$ cat src/hw/asc_pkg.sv
// Package for the audio status and control register bank.
// Assumes a 32-bit classic Wishbone slave; register indices are word
// indices, byte address is four times the index.
package asc_pkg;

    // =========================================================
    // Register indices
    localparam logic [15:0] RATIO_BASE_IDX   = 16'hF582;
    localparam logic [15:0] AUX_BASE_IDX     = 16'hF5A0;
    localparam logic [15:0] LOCK_STAT_IDX    = 16'hF600;
    localparam logic [15:0] RX_CTRL_IDX      = 16'hF601;
    localparam logic [15:0] IRQ_STAT_IDX     = 16'hF610;
    localparam logic [15:0] IRQ_MASK_IDX     = 16'hF611;
    localparam int          RATIO_COUNT      = 8;
    localparam int          AUX_COUNT        = 6;

    // =========================================================
    // Field layouts and widths
    localparam int          REG_W            = 16;
    localparam int          AUX_CODE_W       = 10;
    localparam int          RATIO_INT_W      = 4;
    localparam int          RATIO_FRAC_W     = 12;
    localparam int          LOCK_BIT         = 0;
    localparam int          QUICK_BIT        = 3;
    localparam int          POLICY_BIT       = 2;
    localparam int          WLEN_LSB         = 0;
    localparam int          WLEN_W           = 2;
    localparam int          RX_CTRL_W        = 4;
    localparam int          IRQ_W            = 3;
    localparam int          IRQ_LOCK_GAIN    = 0;
    localparam int          IRQ_LOCK_LOSS    = 1;
    localparam int          IRQ_AUX_FRAME    = 2;

    // =========================================================
    // Reset values
    localparam logic [15:0] REG_RESET        = 16'h0000;
    localparam logic [3:0]  RX_CTRL_RESET    = 4'h0;
    localparam logic [2:0]  IRQ_RESET        = 3'h0;

    // =========================================================
    // Lock acquisition counts
    localparam int          LOCK_CNT_NORMAL  = 64;
    localparam int          LOCK_CNT_QUICK   = 8;
    localparam int          LOCK_CNT_W       = 7;

    // =========================================================
    // Word length codes
    typedef enum logic [1:0] {
        ASC_WLEN_24   = 2'h0,
        ASC_WLEN_20   = 2'h1,
        ASC_WLEN_16   = 2'h2,
        ASC_WLEN_AUTO = 2'h3
    } asc_wlen_t;

    // Bus slave phases
    typedef enum logic [2:0] {
        ASC_IDLE = 3'b001,
        ASC_LOOK = 3'b010,
        ASC_ACK  = 3'b100
    } asc_bus_t;

endpackage : asc_pkg

$ cat src/hw/asc_ctrl_regs.sv
// Audio status and control register bank: rate ratio words, auxiliary
// converter results, receiver lock status and receiver control.
// Assumes a classic Wishbone master on clk; converter and receiver
// strobes are synchronous to clk.
// Writes land on the ack edge; read data is captured a cycle earlier.
`timescale 1ns/1ps
`default_nettype none
module asc_ctrl_regs #(
    parameter int NORMAL_CNT = asc_pkg::LOCK_CNT_NORMAL,
    parameter int QUICK_CNT  = asc_pkg::LOCK_CNT_QUICK
) (
    // Clock and reset
    input  wire logic        clk,
    input  wire logic        rst_n,
    // Wishbone slave
    input  wire logic        wb_cyc_i,
    input  wire logic        wb_stb_i,
    input  wire logic        wb_we_i,
    input  wire logic [17:0] wb_adr_i,
    input  wire logic [3:0]  wb_sel_i,
    input  wire logic [31:0] wb_dat_i,
    output logic      [31:0] wb_dat_o,
    output logic             wb_ack_o,
    // Auxiliary converter
    input  wire logic        aux_smp_stb,
    input  wire logic [2:0]  aux_smp_chan,
    input  wire logic [9:0]  aux_smp_code,
    input  wire logic        aux_frame_stb,
    // Rate converter readback
    input  wire logic [2:0]  rate_ratio_sel,
    output logic      [15:0] rate_ratio_value,
    // Receiver
    input  wire logic        rx_good_smp_stb,
    input  wire logic        rx_bad_smp_stb,
    input  wire logic        rx_frame_clk_in,
    output logic             rx_frame_clk_out,
    output logic      [1:0]  rx_word_len_sel,
    // Interrupt
    output logic             irq
);

    localparam int W   = asc_pkg::REG_W;
    localparam int CW  = asc_pkg::AUX_CODE_W;
    localparam int IW  = asc_pkg::IRQ_W;

    // =========================================================
    // Address decode helpers
    function automatic logic in_span(input logic [15:0] idx,
                                     input logic [15:0] base,
                                     input int          cnt);
        in_span = (idx >= base) && (idx < base + 16'(cnt));
    endfunction : in_span

    function automatic logic [2:0] slot(input logic [15:0] idx,
                                        input logic [15:0] base);
        logic [15:0] d;
        d    = idx - base;
        slot = d[2:0];
    endfunction : slot

    // Single-word write strobe for words that live in byte lane 0
    function automatic logic wr_hit(input logic        go,
                                    input logic [15:0] at,
                                    input logic [15:0] target,
                                    input logic        lane);
        wr_hit = go && (at == target) && lane;
    endfunction : wr_hit

    // =========================================================
    // Bus slave state
    asc_pkg::asc_bus_t bus_ff;
    logic [15:0]       idx;
    logic              wr_go;
    logic              sel_ratio;
    logic              sel_aux;
    logic [2:0]        slot_ratio;
    logic [2:0]        slot_aux;
    logic [W-1:0]      wdata;
    logic [1:0]        be;

    assign idx        = wb_adr_i[17:2];
    assign wdata      = wb_dat_i[W-1:0];
    assign be         = wb_sel_i[1:0];
    assign sel_ratio  = in_span(idx, asc_pkg::RATIO_BASE_IDX,
                                asc_pkg::RATIO_COUNT);
    assign sel_aux    = in_span(idx, asc_pkg::AUX_BASE_IDX,
                                asc_pkg::AUX_COUNT);
    assign slot_ratio = slot(idx, asc_pkg::RATIO_BASE_IDX);
    assign slot_aux   = slot(idx, asc_pkg::AUX_BASE_IDX);
    // A write lands on the edge at which the master samples ack high
    assign wr_go      = (bus_ff == asc_pkg::ASC_ACK) && wb_cyc_i
                        && wb_stb_i && wb_we_i;

    always_ff @(posedge clk or negedge rst_n) begin
        if (!rst_n) begin
            bus_ff <= asc_pkg::ASC_IDLE;
        end else begin
            unique case (bus_ff)
                asc_pkg::ASC_IDLE: begin
                    if (wb_cyc_i && wb_stb_i) begin
                        bus_ff <= asc_pkg::ASC_LOOK;
                    end
                end
                asc_pkg::ASC_LOOK: begin
                    // Master dropping the request early aborts it
                    bus_ff <= (wb_cyc_i && wb_stb_i) ? asc_pkg::ASC_ACK
                                                     : asc_pkg::ASC_IDLE;
                end
                asc_pkg::ASC_ACK: begin
                    // The master must drop the request after this ack
                    bus_ff <= asc_pkg::ASC_IDLE;
                end
                default: begin
                    bus_ff <= asc_pkg::ASC_IDLE;
                end
            endcase
        end
    end

    assign wb_ack_o = (bus_ff == asc_pkg::ASC_ACK);

    // =========================================================
    // Write strobes
    // Ratio and aux words honour both lanes; the rest use lane 0
    logic wr_ratio;
    logic wr_aux;
    logic wr_ctrl;
    logic wr_stat;
    logic wr_mask;

    assign wr_ratio = wr_go && sel_ratio;
    assign wr_aux   = wr_go && sel_aux;
    assign wr_ctrl  = wr_hit(wr_go, idx, asc_pkg::RX_CTRL_IDX, be[0]);
    assign wr_stat  = wr_hit(wr_go, idx, asc_pkg::IRQ_STAT_IDX, be[0]);
    assign wr_mask  = wr_hit(wr_go, idx, asc_pkg::IRQ_MASK_IDX, be[0]);

    // =========================================================
    // Rate ratio words
    logic [W-1:0] ratio_rd;

    // Converters read through their own port, off the bus path
    // eight 4.12 words
    asc_ratio_mem #(
        .DEPTH (asc_pkg::RATIO_COUNT),
        .WIDTH (W),
        .AW    (3)
    ) u_ratio (
        .clk     (clk),
        .rst_n   (rst_n),
        .wr_en   (wr_ratio),
        .wr_addr (slot_ratio),
        .wr_data (wdata),
        .wr_be   (be),
        .rd_addr (slot_ratio),
        .rd_data (ratio_rd),
        .cv_addr (rate_ratio_sel),
        .cv_data (rate_ratio_value)
    );

    // =========================================================
    // Auxiliary converter results
    logic [CW-1:0] aux_pend_ff [asc_pkg::AUX_COUNT];
    logic [CW-1:0] aux_res_ff  [asc_pkg::AUX_COUNT];

    // Samples gather during the frame so all six commit together
    // Codes for channels 6 and 7 have no slot and are dropped
    always_ff @(posedge clk or negedge rst_n) begin
        if (!rst_n) begin
            for (int i = 0; i < asc_pkg::AUX_COUNT; i++) begin
                aux_pend_ff[i] <= '0;
            end
        end else if (aux_smp_stb
                     && (int'(aux_smp_chan) < asc_pkg::AUX_COUNT)) begin
            aux_pend_ff[aux_smp_chan] <= aux_smp_code;
        end
    end

    always_ff @(posedge clk or negedge rst_n) begin
        if (!rst_n) begin
            for (int i = 0; i < asc_pkg::AUX_COUNT; i++) begin
                aux_res_ff[i] <= '0;
            end
        end else if (aux_frame_stb) begin
            for (int i = 0; i < asc_pkg::AUX_COUNT; i++) begin
                aux_res_ff[i] <= aux_pend_ff[i];
            end
        end else if (wr_aux) begin
            // Writable, but the next frame overwrites it
            if (be[0]) begin
                aux_res_ff[slot_aux][7:0] <= wdata[7:0];
            end
            if (be[1]) begin
                aux_res_ff[slot_aux][CW-1:8] <= wdata[CW-1:8];
            end
        end
    end

    // =========================================================
    // Receiver control
    logic [asc_pkg::RX_CTRL_W-1:0] rx_ctrl_ff;
    logic                          quick_acquire_sel;
    logic                          unlock_output_policy;

    always_ff @(posedge clk or negedge rst_n) begin
        if (!rst_n) begin
            rx_ctrl_ff <= asc_pkg::RX_CTRL_RESET;
        end else if (wr_ctrl) begin
            // Bits 15 to 4 have no storage, so they read zero
            rx_ctrl_ff <= wdata[asc_pkg::RX_CTRL_W-1:0];
        end
    end

    assign unlock_output_policy = rx_ctrl_ff[asc_pkg::POLICY_BIT];
    assign quick_acquire_sel    = rx_ctrl_ff[asc_pkg::QUICK_BIT];
    assign rx_word_len_sel =
        rx_ctrl_ff[asc_pkg::WLEN_LSB +: asc_pkg::WLEN_W];

    // =========================================================
    // Lock detection
    // No write path reaches the flag, so software cannot fake a lock
    logic lock_ff;
    logic lock_gain;
    logic lock_loss;

    asc_lock_det #(
        .NORMAL_CNT (NORMAL_CNT),
        .QUICK_CNT  (QUICK_CNT)
    ) u_lock (
        .clk                  (clk),
        .rst_n                (rst_n),
        .quick_acquire_sel    (quick_acquire_sel),
        .unlock_output_policy (unlock_output_policy),
        .good_smp_stb         (rx_good_smp_stb),
        .bad_smp_stb          (rx_bad_smp_stb),
        .frame_clk_in         (rx_frame_clk_in),
        .lock_ff              (lock_ff),
        .lock_gain            (lock_gain),
        .lock_loss            (lock_loss),
        .frame_clk_out        (rx_frame_clk_out)
    );

    // =========================================================
    // Interrupt status and mask
    logic [IW-1:0] irq_stat_ff;
    logic [IW-1:0] irq_mask_ff;
    logic [IW-1:0] irq_set;
    logic [IW-1:0] irq_clr;

    always_comb begin
        irq_set = '0;
        irq_set[asc_pkg::IRQ_LOCK_GAIN] = lock_gain;
        irq_set[asc_pkg::IRQ_LOCK_LOSS] = lock_loss;
        irq_set[asc_pkg::IRQ_AUX_FRAME] = aux_frame_stb;
        irq_clr = '0;
        if (wr_stat) begin
            irq_clr = wdata[IW-1:0];
        end
    end

    // Set beats a clear in the same cycle so no event is lost
    always_ff @(posedge clk or negedge rst_n) begin
        if (!rst_n) begin
            irq_stat_ff <= asc_pkg::IRQ_RESET;
        end else begin
            irq_stat_ff <= (irq_stat_ff & ~irq_clr) | irq_set;
        end
    end

    always_ff @(posedge clk or negedge rst_n) begin
        if (!rst_n) begin
            irq_mask_ff <= asc_pkg::IRQ_RESET;
        end else if (wr_mask) begin
            irq_mask_ff <= wdata[IW-1:0];
        end
    end

    always_ff @(posedge clk or negedge rst_n) begin
        if (!rst_n) begin
            irq <= 1'b0;
        end else begin
            // Registered so the pin is glitch-free; it trails status a cycle
            irq <= |(irq_stat_ff & irq_mask_ff);
        end
    end

    // =========================================================
    // Read data
    logic [W-1:0] rd_local;

    always_comb begin
        rd_local = asc_pkg::REG_RESET;
        // Unmapped indices read zero; writes to them are dropped
        if (sel_ratio) begin
            rd_local = ratio_rd;
        end else if (sel_aux) begin
            rd_local[CW-1:0] = aux_res_ff[slot_aux];
        end else if (idx == asc_pkg::LOCK_STAT_IDX) begin
            rd_local[asc_pkg::LOCK_BIT] = lock_ff;
        end else if (idx == asc_pkg::RX_CTRL_IDX) begin
            rd_local[asc_pkg::RX_CTRL_W-1:0] = rx_ctrl_ff;
        end else if (idx == asc_pkg::IRQ_STAT_IDX) begin
            rd_local[IW-1:0] = irq_stat_ff;
        end else if (idx == asc_pkg::IRQ_MASK_IDX) begin
            rd_local[IW-1:0] = irq_mask_ff;
        end
    end

    // Ratio memory data is ready in LOOK, so capture there
    always_ff @(posedge clk or negedge rst_n) begin
        if (!rst_n) begin
            wb_dat_o <= '0;
        end else if (bus_ff == asc_pkg::ASC_LOOK) begin
            wb_dat_o <= {16'h0000, rd_local};
        end
    end

endmodule : asc_ctrl_regs
`default_nettype wire

$ cat src/hw/asc_lock_det.sv
// Receiver lock detector and recovered frame clock gate.
// Assumes sample strobes come from receiver logic on the same clock.
`timescale 1ns/1ps
`default_nettype none
module asc_lock_det #(
    parameter int NORMAL_CNT = asc_pkg::LOCK_CNT_NORMAL,
    parameter int QUICK_CNT  = asc_pkg::LOCK_CNT_QUICK
) (
    // Clock and reset
    input  wire logic clk,
    input  wire logic rst_n,
    // Settings
    input  wire logic quick_acquire_sel,
    input  wire logic unlock_output_policy,
    // Receiver strobes
    input  wire logic good_smp_stb,
    input  wire logic bad_smp_stb,
    input  wire logic frame_clk_in,
    // Results
    output logic      lock_ff,
    output logic      lock_gain,
    output logic      lock_loss,
    output logic      frame_clk_out
);

    localparam int CW = asc_pkg::LOCK_CNT_W;
    logic [CW-1:0] run_ff;
    logic [CW-1:0] need;

    always_comb begin
        need = quick_acquire_sel ? CW'(QUICK_CNT) : CW'(NORMAL_CNT);
    end

    // =========================================================
    // Consecutive valid sample count and lock flag
    always_ff @(posedge clk or negedge rst_n) begin
        if (!rst_n) begin
            run_ff  <= '0;
            lock_ff <= 1'b0;
        end else if (bad_smp_stb) begin
            run_ff  <= '0;
            lock_ff <= 1'b0;
        end else if (good_smp_stb && !lock_ff) begin
            if (run_ff + CW'(1) >= need) begin
                lock_ff <= 1'b1;
                run_ff  <= '0;
            end else begin
                run_ff <= run_ff + CW'(1);
            end
        end
    end

    assign lock_gain = good_smp_stb && !bad_smp_stb && !lock_ff
                       && (run_ff + CW'(1) >= need);
    assign lock_loss = bad_smp_stb && lock_ff;

    // =========================================================
    // Frame clock gate
    always_ff @(posedge clk or negedge rst_n) begin
        if (!rst_n) begin
            frame_clk_out <= 1'b0;
        end else if (unlock_output_policy) begin
            frame_clk_out <= frame_clk_in && lock_ff && !bad_smp_stb;
        end else begin
            frame_clk_out <= frame_clk_in;
        end
    end

endmodule : asc_lock_det
`default_nettype wire

$ cat src/hw/asc_ratio_mem.sv
// Small register memory holding the rate ratio words.
// One write port and two read ports whose data come from flip-flops.
`timescale 1ns/1ps
`default_nettype none
module asc_ratio_mem #(
    parameter int DEPTH = 8,
    parameter int WIDTH = 16,
    parameter int AW    = 3
) (
    // Clock and reset
    input  wire logic             clk,
    input  wire logic             rst_n,
    // Write port with byte enables
    input  wire logic             wr_en,
    input  wire logic [AW-1:0]    wr_addr,
    input  wire logic [WIDTH-1:0] wr_data,
    input  wire logic [1:0]       wr_be,
    // Bus read port
    input  wire logic [AW-1:0]    rd_addr,
    output logic      [WIDTH-1:0] rd_data,
    // Converter read port
    input  wire logic [AW-1:0]    cv_addr,
    output logic      [WIDTH-1:0] cv_data
);

    logic [WIDTH-1:0] mem_ff [DEPTH];

    // =========================================================
    // Storage
    always_ff @(posedge clk or negedge rst_n) begin
        if (!rst_n) begin
            for (int i = 0; i < DEPTH; i++) begin
                mem_ff[i] <= asc_pkg::REG_RESET;
            end
        end else if (wr_en) begin
            if (wr_be[0]) begin
                mem_ff[wr_addr][7:0] <= wr_data[7:0];
            end
            if (wr_be[1]) begin
                mem_ff[wr_addr][WIDTH-1:8] <= wr_data[WIDTH-1:8];
            end
        end
    end

    // =========================================================
    // Registered reads
    always_ff @(posedge clk or negedge rst_n) begin
        if (!rst_n) begin
            rd_data <= asc_pkg::REG_RESET;
            cv_data <= asc_pkg::REG_RESET;
        end else begin
            rd_data <= mem_ff[rd_addr];
            cv_data <= mem_ff[cv_addr];
        end
    end

endmodule : asc_ratio_mem
`default_nettype wire
$ cat config.mk
export PLATFORM = sky130hd
export DESIGN_NAME = asc_ctrl_regs
export DESIGN_NICKNAME = d
export VERILOG_FILES = /design/src/hw/asc_pkg.sv /design/src/hw/asc_ctrl_regs.sv /design/src/hw/asc_lock_det.sv /design/src/hw/asc_ratio_mem.sv
export SDC_FILE = /design/constraint.sdc
export NUM_CORES = 1
export LEC_CHECK = 0
export BUFFER_PORTS_ARGS = -buffer_cell sky130_fd_sc_hd__buf_2
export CORE_MARGIN = 2
export CORE_UTILIZATION = 55
export DETAILED_ROUTE_END_ITERATION = 7
export HOLD_SLACK_MARGIN = 0.06
export PLACE_DENSITY = 0.74
export SETUP_SLACK_MARGIN = 0.5
export SYNTH_ARGS = -nofsm -noshare
export SYNTH_HDL_FRONTEND = slang
export SYNTH_SLANG_ARGS = --single-unit
$ cat constraint.sdc
create_clock -name clk -period 3 [get_ports clk]
set_clock_uncertainty 0.2 [all_clocks]
set_input_delay 0.6 -clock clk [delete_from_list [all_inputs] [get_ports clk]]
set_output_delay 0.6 -clock clk [all_outputs]
set_load 0.01 [all_outputs]
==> Word level (Yosys, flattened, before mapping) <==
Index checks and enable logic that the tools add are counted.
{ "op_classes": {"reduce_logical": 32, "bitwise_logic": 8, "div": 0, "n_eq_ne": 8, "magnitude_cmp": 13, "n_mul": 0, "mux": 55, "n_addsub": 3, "n_shift": 0} }
{ "ops": {"columns": ["operator", "count"], "rows": [
  ["$mux W128", 3],
  ["$mux W60", 6],
  ["$bwmux W128", 2],
  ["$bwmux W60", 3],
  ["$bmux W16 S3", 2],
  ["$demux W16 S3", 2],
  ["$demux W10 S3", 3],
  ["$mux W16", 5],
  ["$eq A16 B16 Y1 const B", 4],
  ["$mux W10", 5],
  ["$ge A16 B16 Y1 const B", 2],
  ["$lt A16 B16 Y1 const B", 2],
  ["$bmux W10 S3", 1],
  ["$mux W7", 4],
  ["$logic_and A1 B1 Y1", 25],
  ["$mux W3", 7],
  ["$ge A4 B4 Y1 const B", 4],
  ["$mux W8", 2],
  ["$not A3 Y4", 4],
  ["$lt A4 B1 Y1 const B", 3],
  ["$mux W6", 2],
  ["$add A7 B1 Y7 const B", 1],
  ["$ge A7 B7 Y1", 1],
  ["$and A3 B3 Y3", 2],
  ["other kinds (16)", 24]
]} }
{ "totals": {"in_bits": 80, "romBits": 0, "reg_bits": 319, "ram_bits": 0, "wordCells": 150, "latch_bits": 0, "memories": 0, "output_inout_bits": 53} }

==> Depth between registers and ports, before layout <==
{ "depth": {"depth_word": 14, "depth_mapped": 10, "mapped_depth_nobuf": 9} }

==> Hierarchy <==
A second synthesis with hierarchy kept.
{ "hier_totals": {"cells_unflattened": 1158, "hier_area_um2": 15627.5} }
{ "by_module_without_submodules": {"columns": ["module", "n_inst", "area_each_um2", "seq_area_each_um2", "cells_per_inst"], "rows": [
  ["asc_ratio_mem", 1, 7541.0, 4003.8, 433],
  ["asc_ctrl_regs", 1, 7482.2, 3754.9, 651],
  ["asc_lock_det", 1, 604.3, 225.2, 74]
]} }

==> Least setup slack after synthesis <==
No wires, ideal clock.
{ "synth_timing": {"path_type": "in2reg", "from": "input wb_adr_i[4]", "to": "register u_ratio.mem_ff[40] (netlist name)", "slack_ps": 83, "cell_stages": 7, "path_buffers": 2, "required_time_ps": 2675, "setup_ps": 125, "arrival_ps": 2592, "cell_sequence": "buf_4 -> o21ai_0 -> or3b_1 -> buf_2 -> nor4_4 -> nand3_2 -> mux2_2"} }
{ "synth_via": {"elab_chain_len": 8, "word_cells_on_any_way": 17, "classes_between": "1 x add/sub; 4 x order compare; 8 x mux; 1 x bitwise; 3 x reduce/logical"} }
{ "synth_lines": {"columns": ["element", "line", "source"], "rows": [
  ["start: declaration", "asc_ctrl_regs.sv:19", "input wire logic [17:0] wb_adr_i,"],
  ["$sub A3 B2 Y3", "asc_ctrl_regs.sv:57", "d = idx - base;"],
  ["$not A3 Y4 (implied by the code)", "asc_ratio_mem.sv:37, asc_ratio_mem.sv:40", null],
  ["$ge A4 B4 Y1 (implied by the code) (tied with other cells)", "asc_ratio_mem.sv:40", "mem_ff[wr_addr][WIDTH-1:8] <= wr_data[WIDTH-1:8];"],
  ["$logic_and A1 B1 Y1 (implied by the code) / $bwmux W128 (equally long branches)", "asc_ratio_mem.sv:40, asc_ratio_mem.sv:37", null],
  ["$mux W16 (implied by the code) / $mux W128 (equally long branches)", "asc_ratio_mem.sv:40, asc_ratio_mem.sv:36", null],
  ["$demux W16 S3 / $mux W128 (equally long branches)", "asc_ratio_mem.sv:40, asc_ratio_mem.sv:35", null],
  ["$bwmux W128", "asc_ratio_mem.sv:40", null],
  ["$mux W128", "asc_ratio_mem.sv:39", "if (wr_be[1]) begin"],
  ["end signal: indexed assignment", "asc_ratio_mem.sv:33", "mem_ff[i] <= asc_pkg::REG_RESET;"],
  ["end signal: indexed assignment", "asc_ratio_mem.sv:37", "mem_ff[wr_addr][7:0] <= wr_data[7:0];"],
  ["end signal: indexed assignment", "asc_ratio_mem.sv:40", null],
  ["end: declaration", "asc_ratio_mem.sv:26", "logic [WIDTH-1:0] mem_ff [DEPTH];"]
]} }
Several ways; a longest one is shown, not always the timed one. The select of a mux whose other input is x is not followed.
A chain may end at the register's enable or synchronous reset.

==> Worst setup path after layout <==
{ "layout_timing": {"from": "register u_lock.run_ff[0]", "to": "register u_lock.run_ff[4]"} }
{ "layout_via": {"elab_chain_len": 5} }
{ "layout_lines": {"columns": ["element", "line", "source"], "rows": [
  ["start: declaration", "asc_lock_det.sv:27", "logic [CW-1:0] run_ff;"],
  ["start signal: assignment", "asc_lock_det.sv:48", "run_ff <= run_ff + CW'(1);"],
  ["$add A7 B1 Y7 *", "asc_lock_det.sv:44, asc_lock_det.sv:48", null],
  ["$ge A7 B7 Y1", "asc_lock_det.sv:44", "if (run_ff + CW'(1) >= need) begin"],
  ["$mux W7 *", "asc_lock_det.sv:44", null],
  ["$mux W7 *", "asc_lock_det.sv:43", "end else if (good_smp_stb && !lock_ff) begin"],
  ["$mux W7 *", "asc_lock_det.sv:40", "end else if (bad_smp_stb) begin"]
]} }
Every way passes the cells marked *; elsewhere a longest branch is shown, timed or not. The select of a mux whose other input is x is not followed.

==> metrics <==
Synth async-reset ratio=1.00; CTS max path bufs=3; crit path to=u_lock.run_ff[4]$_DFFE_PN0P_; H-tree Lvls=2; Initial DRT Pass Iterations=5; Final min period=2480 ps; Synth cell types=57; Clock Power Share=0.395; die extent in x=171 um; post-synthesis sequential area ratio=0.519; GR Util All Layers=0.255; largest net degree at the start of global routing=79; initial antenna violation count=3; commonest non-fill, non-tap cell in the layout=dfrtp_1; most used flip-flop cell after synthesis=dfrtp_1; Max VDD drop=0.299 mV; pwr dens=567 nW/um^2; Fmax=403 MHz; combinational power share=0.113; clock latency on the worst-skew pair=between 500 and 600 ps; P&R area growth vs syn=15.1%; Yosys reg bits=319; # fillers=around 2.1k; Sw Pwr=0.00252 W; # IOs=roughly 130; Seq pwr share=0.492; RSZ-0062 raised after global routing=yes; DRT Wirelength=36600 um; fin. max-slew vios=0; detailed placement HPWL=24200 um; CP Data Required Time=3230 ps; fin nets=1355; Yosys warnings=0; slew margin rel.=0.587; routed len/inst=21.9 um; Reg2Reg Depth=10; Pleak=8.55 nW; starting DRC count in detailed routing=671; DR vias=10.2k; initial core utilization=0.556; share of layout cells above drive strength 1=0.413; hold_ws=~170 ps; r2r startpoint=u_lock.run_ff[0]$_DFFE_PN0P_; status=finished clean; crit start category=register; # setup viols final=0; Mean Syn Cell Area=13.4 um^2; capture point of the worst reg-to-reg path=u_lock.run_ff[4]$_DFFE_PN0P_; Detail Route Antenna Nets=0; root buf cell=clkbuf_16; post-place setup slack=between 7 and 8 ps; placed instance area=16500 um^2; via/cell ratio=~6.1; WP data arrival=2710 ps; worst slew pin tran=613 ps; Final Wtd Congestion=0.885; Port Buf Inserts=96; cell internal pwr=0.00751 W; Synth Cell Area=around 15000 um^2; number of global-route vias before repair=10.1k; multi-input logic area=just over 7000 um^2; period utilization=0.826; Final Util=0.640; Worst-path clk slew=60 ps; CTS sink cnt=319; Syn Inst Count=1148; fin worst setup slack=roughly 520 ps; Die Area=slightly below 30000 um^2; CP endpoint kind=register; Max-Cap Viols=0; CTS tree=built; final hold violations=0; Post-synth EDFFs=0; Area contributors post-synth=dfrtp_1 (52%), mux2_2 (17%), mux4_2 (11%), mux2i_1 (4.9%), nand2_1 (2.5%); row cnt=61; TritonCTS Buffers=35; die height=171 um; largest area contributor in the netlist=dfrtp_1; switching share of power=0.251; top cell type's share of synthesized area=0.518; CP max FO=6; hold crit path type=in2reg; first-pass GRT wire length=57200 um; Reg area=7980 um^2; most frequent cells in the layout=dfrtp_1 (318), mux2_2 (228), nand2_1 (104); critical path type=reg2reg; post-route cell area=17700 um^2; setup tns final=0 ps; r2r setup slk=520 ps; Critical path origin=u_lock.run_ff[0]$_DFFE_PN0P_; Post-route DRC=0; GR Overflow Total=0; core area=27600 um^2
==> critical path, stage by stage, from the launching register on <==
cell,delay [ps]
dfrtp_1,400
ha_4,160
and3_4,220
nand3_4,100
xnor2_2,160
ha_2,180
nand2b_4,140
o41ai_4,370
buf_4,210
nand3b_1,90
a31oi_1,170
==> cell usage after synthesis (all sizes together) (8+ instances only) <==
| cell | count |
|---|---|
| nor3 | 15 |
| mux2i | 75 |
| o21ai | 74 |
| mux2 | 229 |
| mux4 | 72 |
| nand2 | 108 |
| nand4 | 11 |
| nor2 | 20 |
| a21oi | 8 |
| a221oi | 10 |
| nand2b | 8 |
| nor2b | 8 |
| nand3 | 23 |
| and2 | 9 |
| buf | 38 |
| clkbuf | 48 |
| dfrtp | 318 |
==> metrics by stage <==
stage,cells,total power [W]
final,1667,0.0100
after global routing,1667,0.0105
after detailed placement,1600,0.00614
after floorplan,1163,0.00567
after CTS,1661,0.0101
after global placement,1600,0.00609
==> worst min-delay path by stage <==
stage / start / to / slack [ps] / depth (start not counted)
2_1_floorplan: rst_n / aux_pend_ff[0]$_DFFE_PN0P_ / 100 / 0
3_3_place_gp: u_ratio.rd_data[13]$_DFF_PN0_ / wb_dat_o[13]$_DFFE_PN0N_ / 250 / 2
3_5_place_dp: wb_dat_o[11]$_DFFE_PN0N_ / wb_dat_o[11]$_DFFE_PN0N_ / 250 / 2
4_1_cts: rx_good_smp_stb / u_lock.lock_ff$_DFFE_PN0P_ / 170 / 3
5_1_grt: rx_frame_clk_in / u_lock.frame_clk_out$_DFF_PN0_ / 170 / 2
6_report: rx_frame_clk_in / u_lock.frame_clk_out$_DFF_PN0_ / 170 / 2
==> repair_timing <==
item	4_1_cts	5_1_grt
hold endpoints to repair	68	0
pin swaps	2	7
gates cloned	1	0
setup endpoints to repair	16	53
resized for setup	5	8
setup buffers	2	5
hold buffers	1	0
==> registers in the layout, summed over array words and instances (netlist names), 3 cells and up <==
register / flops
u_ratio.mem_ff: 128
irq_mask_ff: 3
wb_dat_o: 16
u_ratio.cv_data: 16
bus_ff: 3
rx_ctrl_ff: 4
aux_res_ff: 60
u_ratio.rd_data: 16
aux_pend_ff: 60
irq_stat_ff: 3
u_lock.run_ff: 7
==> final cells by class <==
class | count | share of cell area
sequential | 319 | 0.451
multi-input combinational | 753 | 0.404
timing repair buffer | 154 | 0.0577
clock buffer | 48 | 0.0552
tap | 378 | 0.0267
clock inverter | 9 | 0.00382
inverter | 5 | 0.00106
antenna | 1 | 0.000141
==> power groups by stage <==
stage,clock (W),sequential [W],combinational [W]
6_report,0.00396,0.00493,0.00114
5_1_grt,0.00421,0.00498,0.00127
4_1_cts,0.00401,0.00493,0.00114
3_5_place_dp,0,0.00500,0.00113
3_3_place_gp,0,0.00499,0.00110
2_1_floorplan,0,0.00497,0.000693
==> kinds of logic after synthesis <==
group,Yosys count,share of synthesized area
AO/OA/AOI/OAI,110,0.0420
multiplexers,376,0.322
adder cells (fa/ha/maj),7,0.00570
flip-flops,319,0.519
buffers and inverters,91,0.0268
AND/OR/NAND/NOR,242,0.0825
other,1,0.000244
XOR/XNOR,2,0.00114
==> layer usage <==
metal / global-route usage / vias to the layer above / wire (um)
met1: 0.347 / 5267 / 15400
met3: 0.0479 / 84 / 2160
li1: - / 4466 / -
met4: 0.0825 / 4 / 1090
met5: 0 / - / 29
met2: 0.417 / 336 / 17800
(Power assumes the default switching activity.)
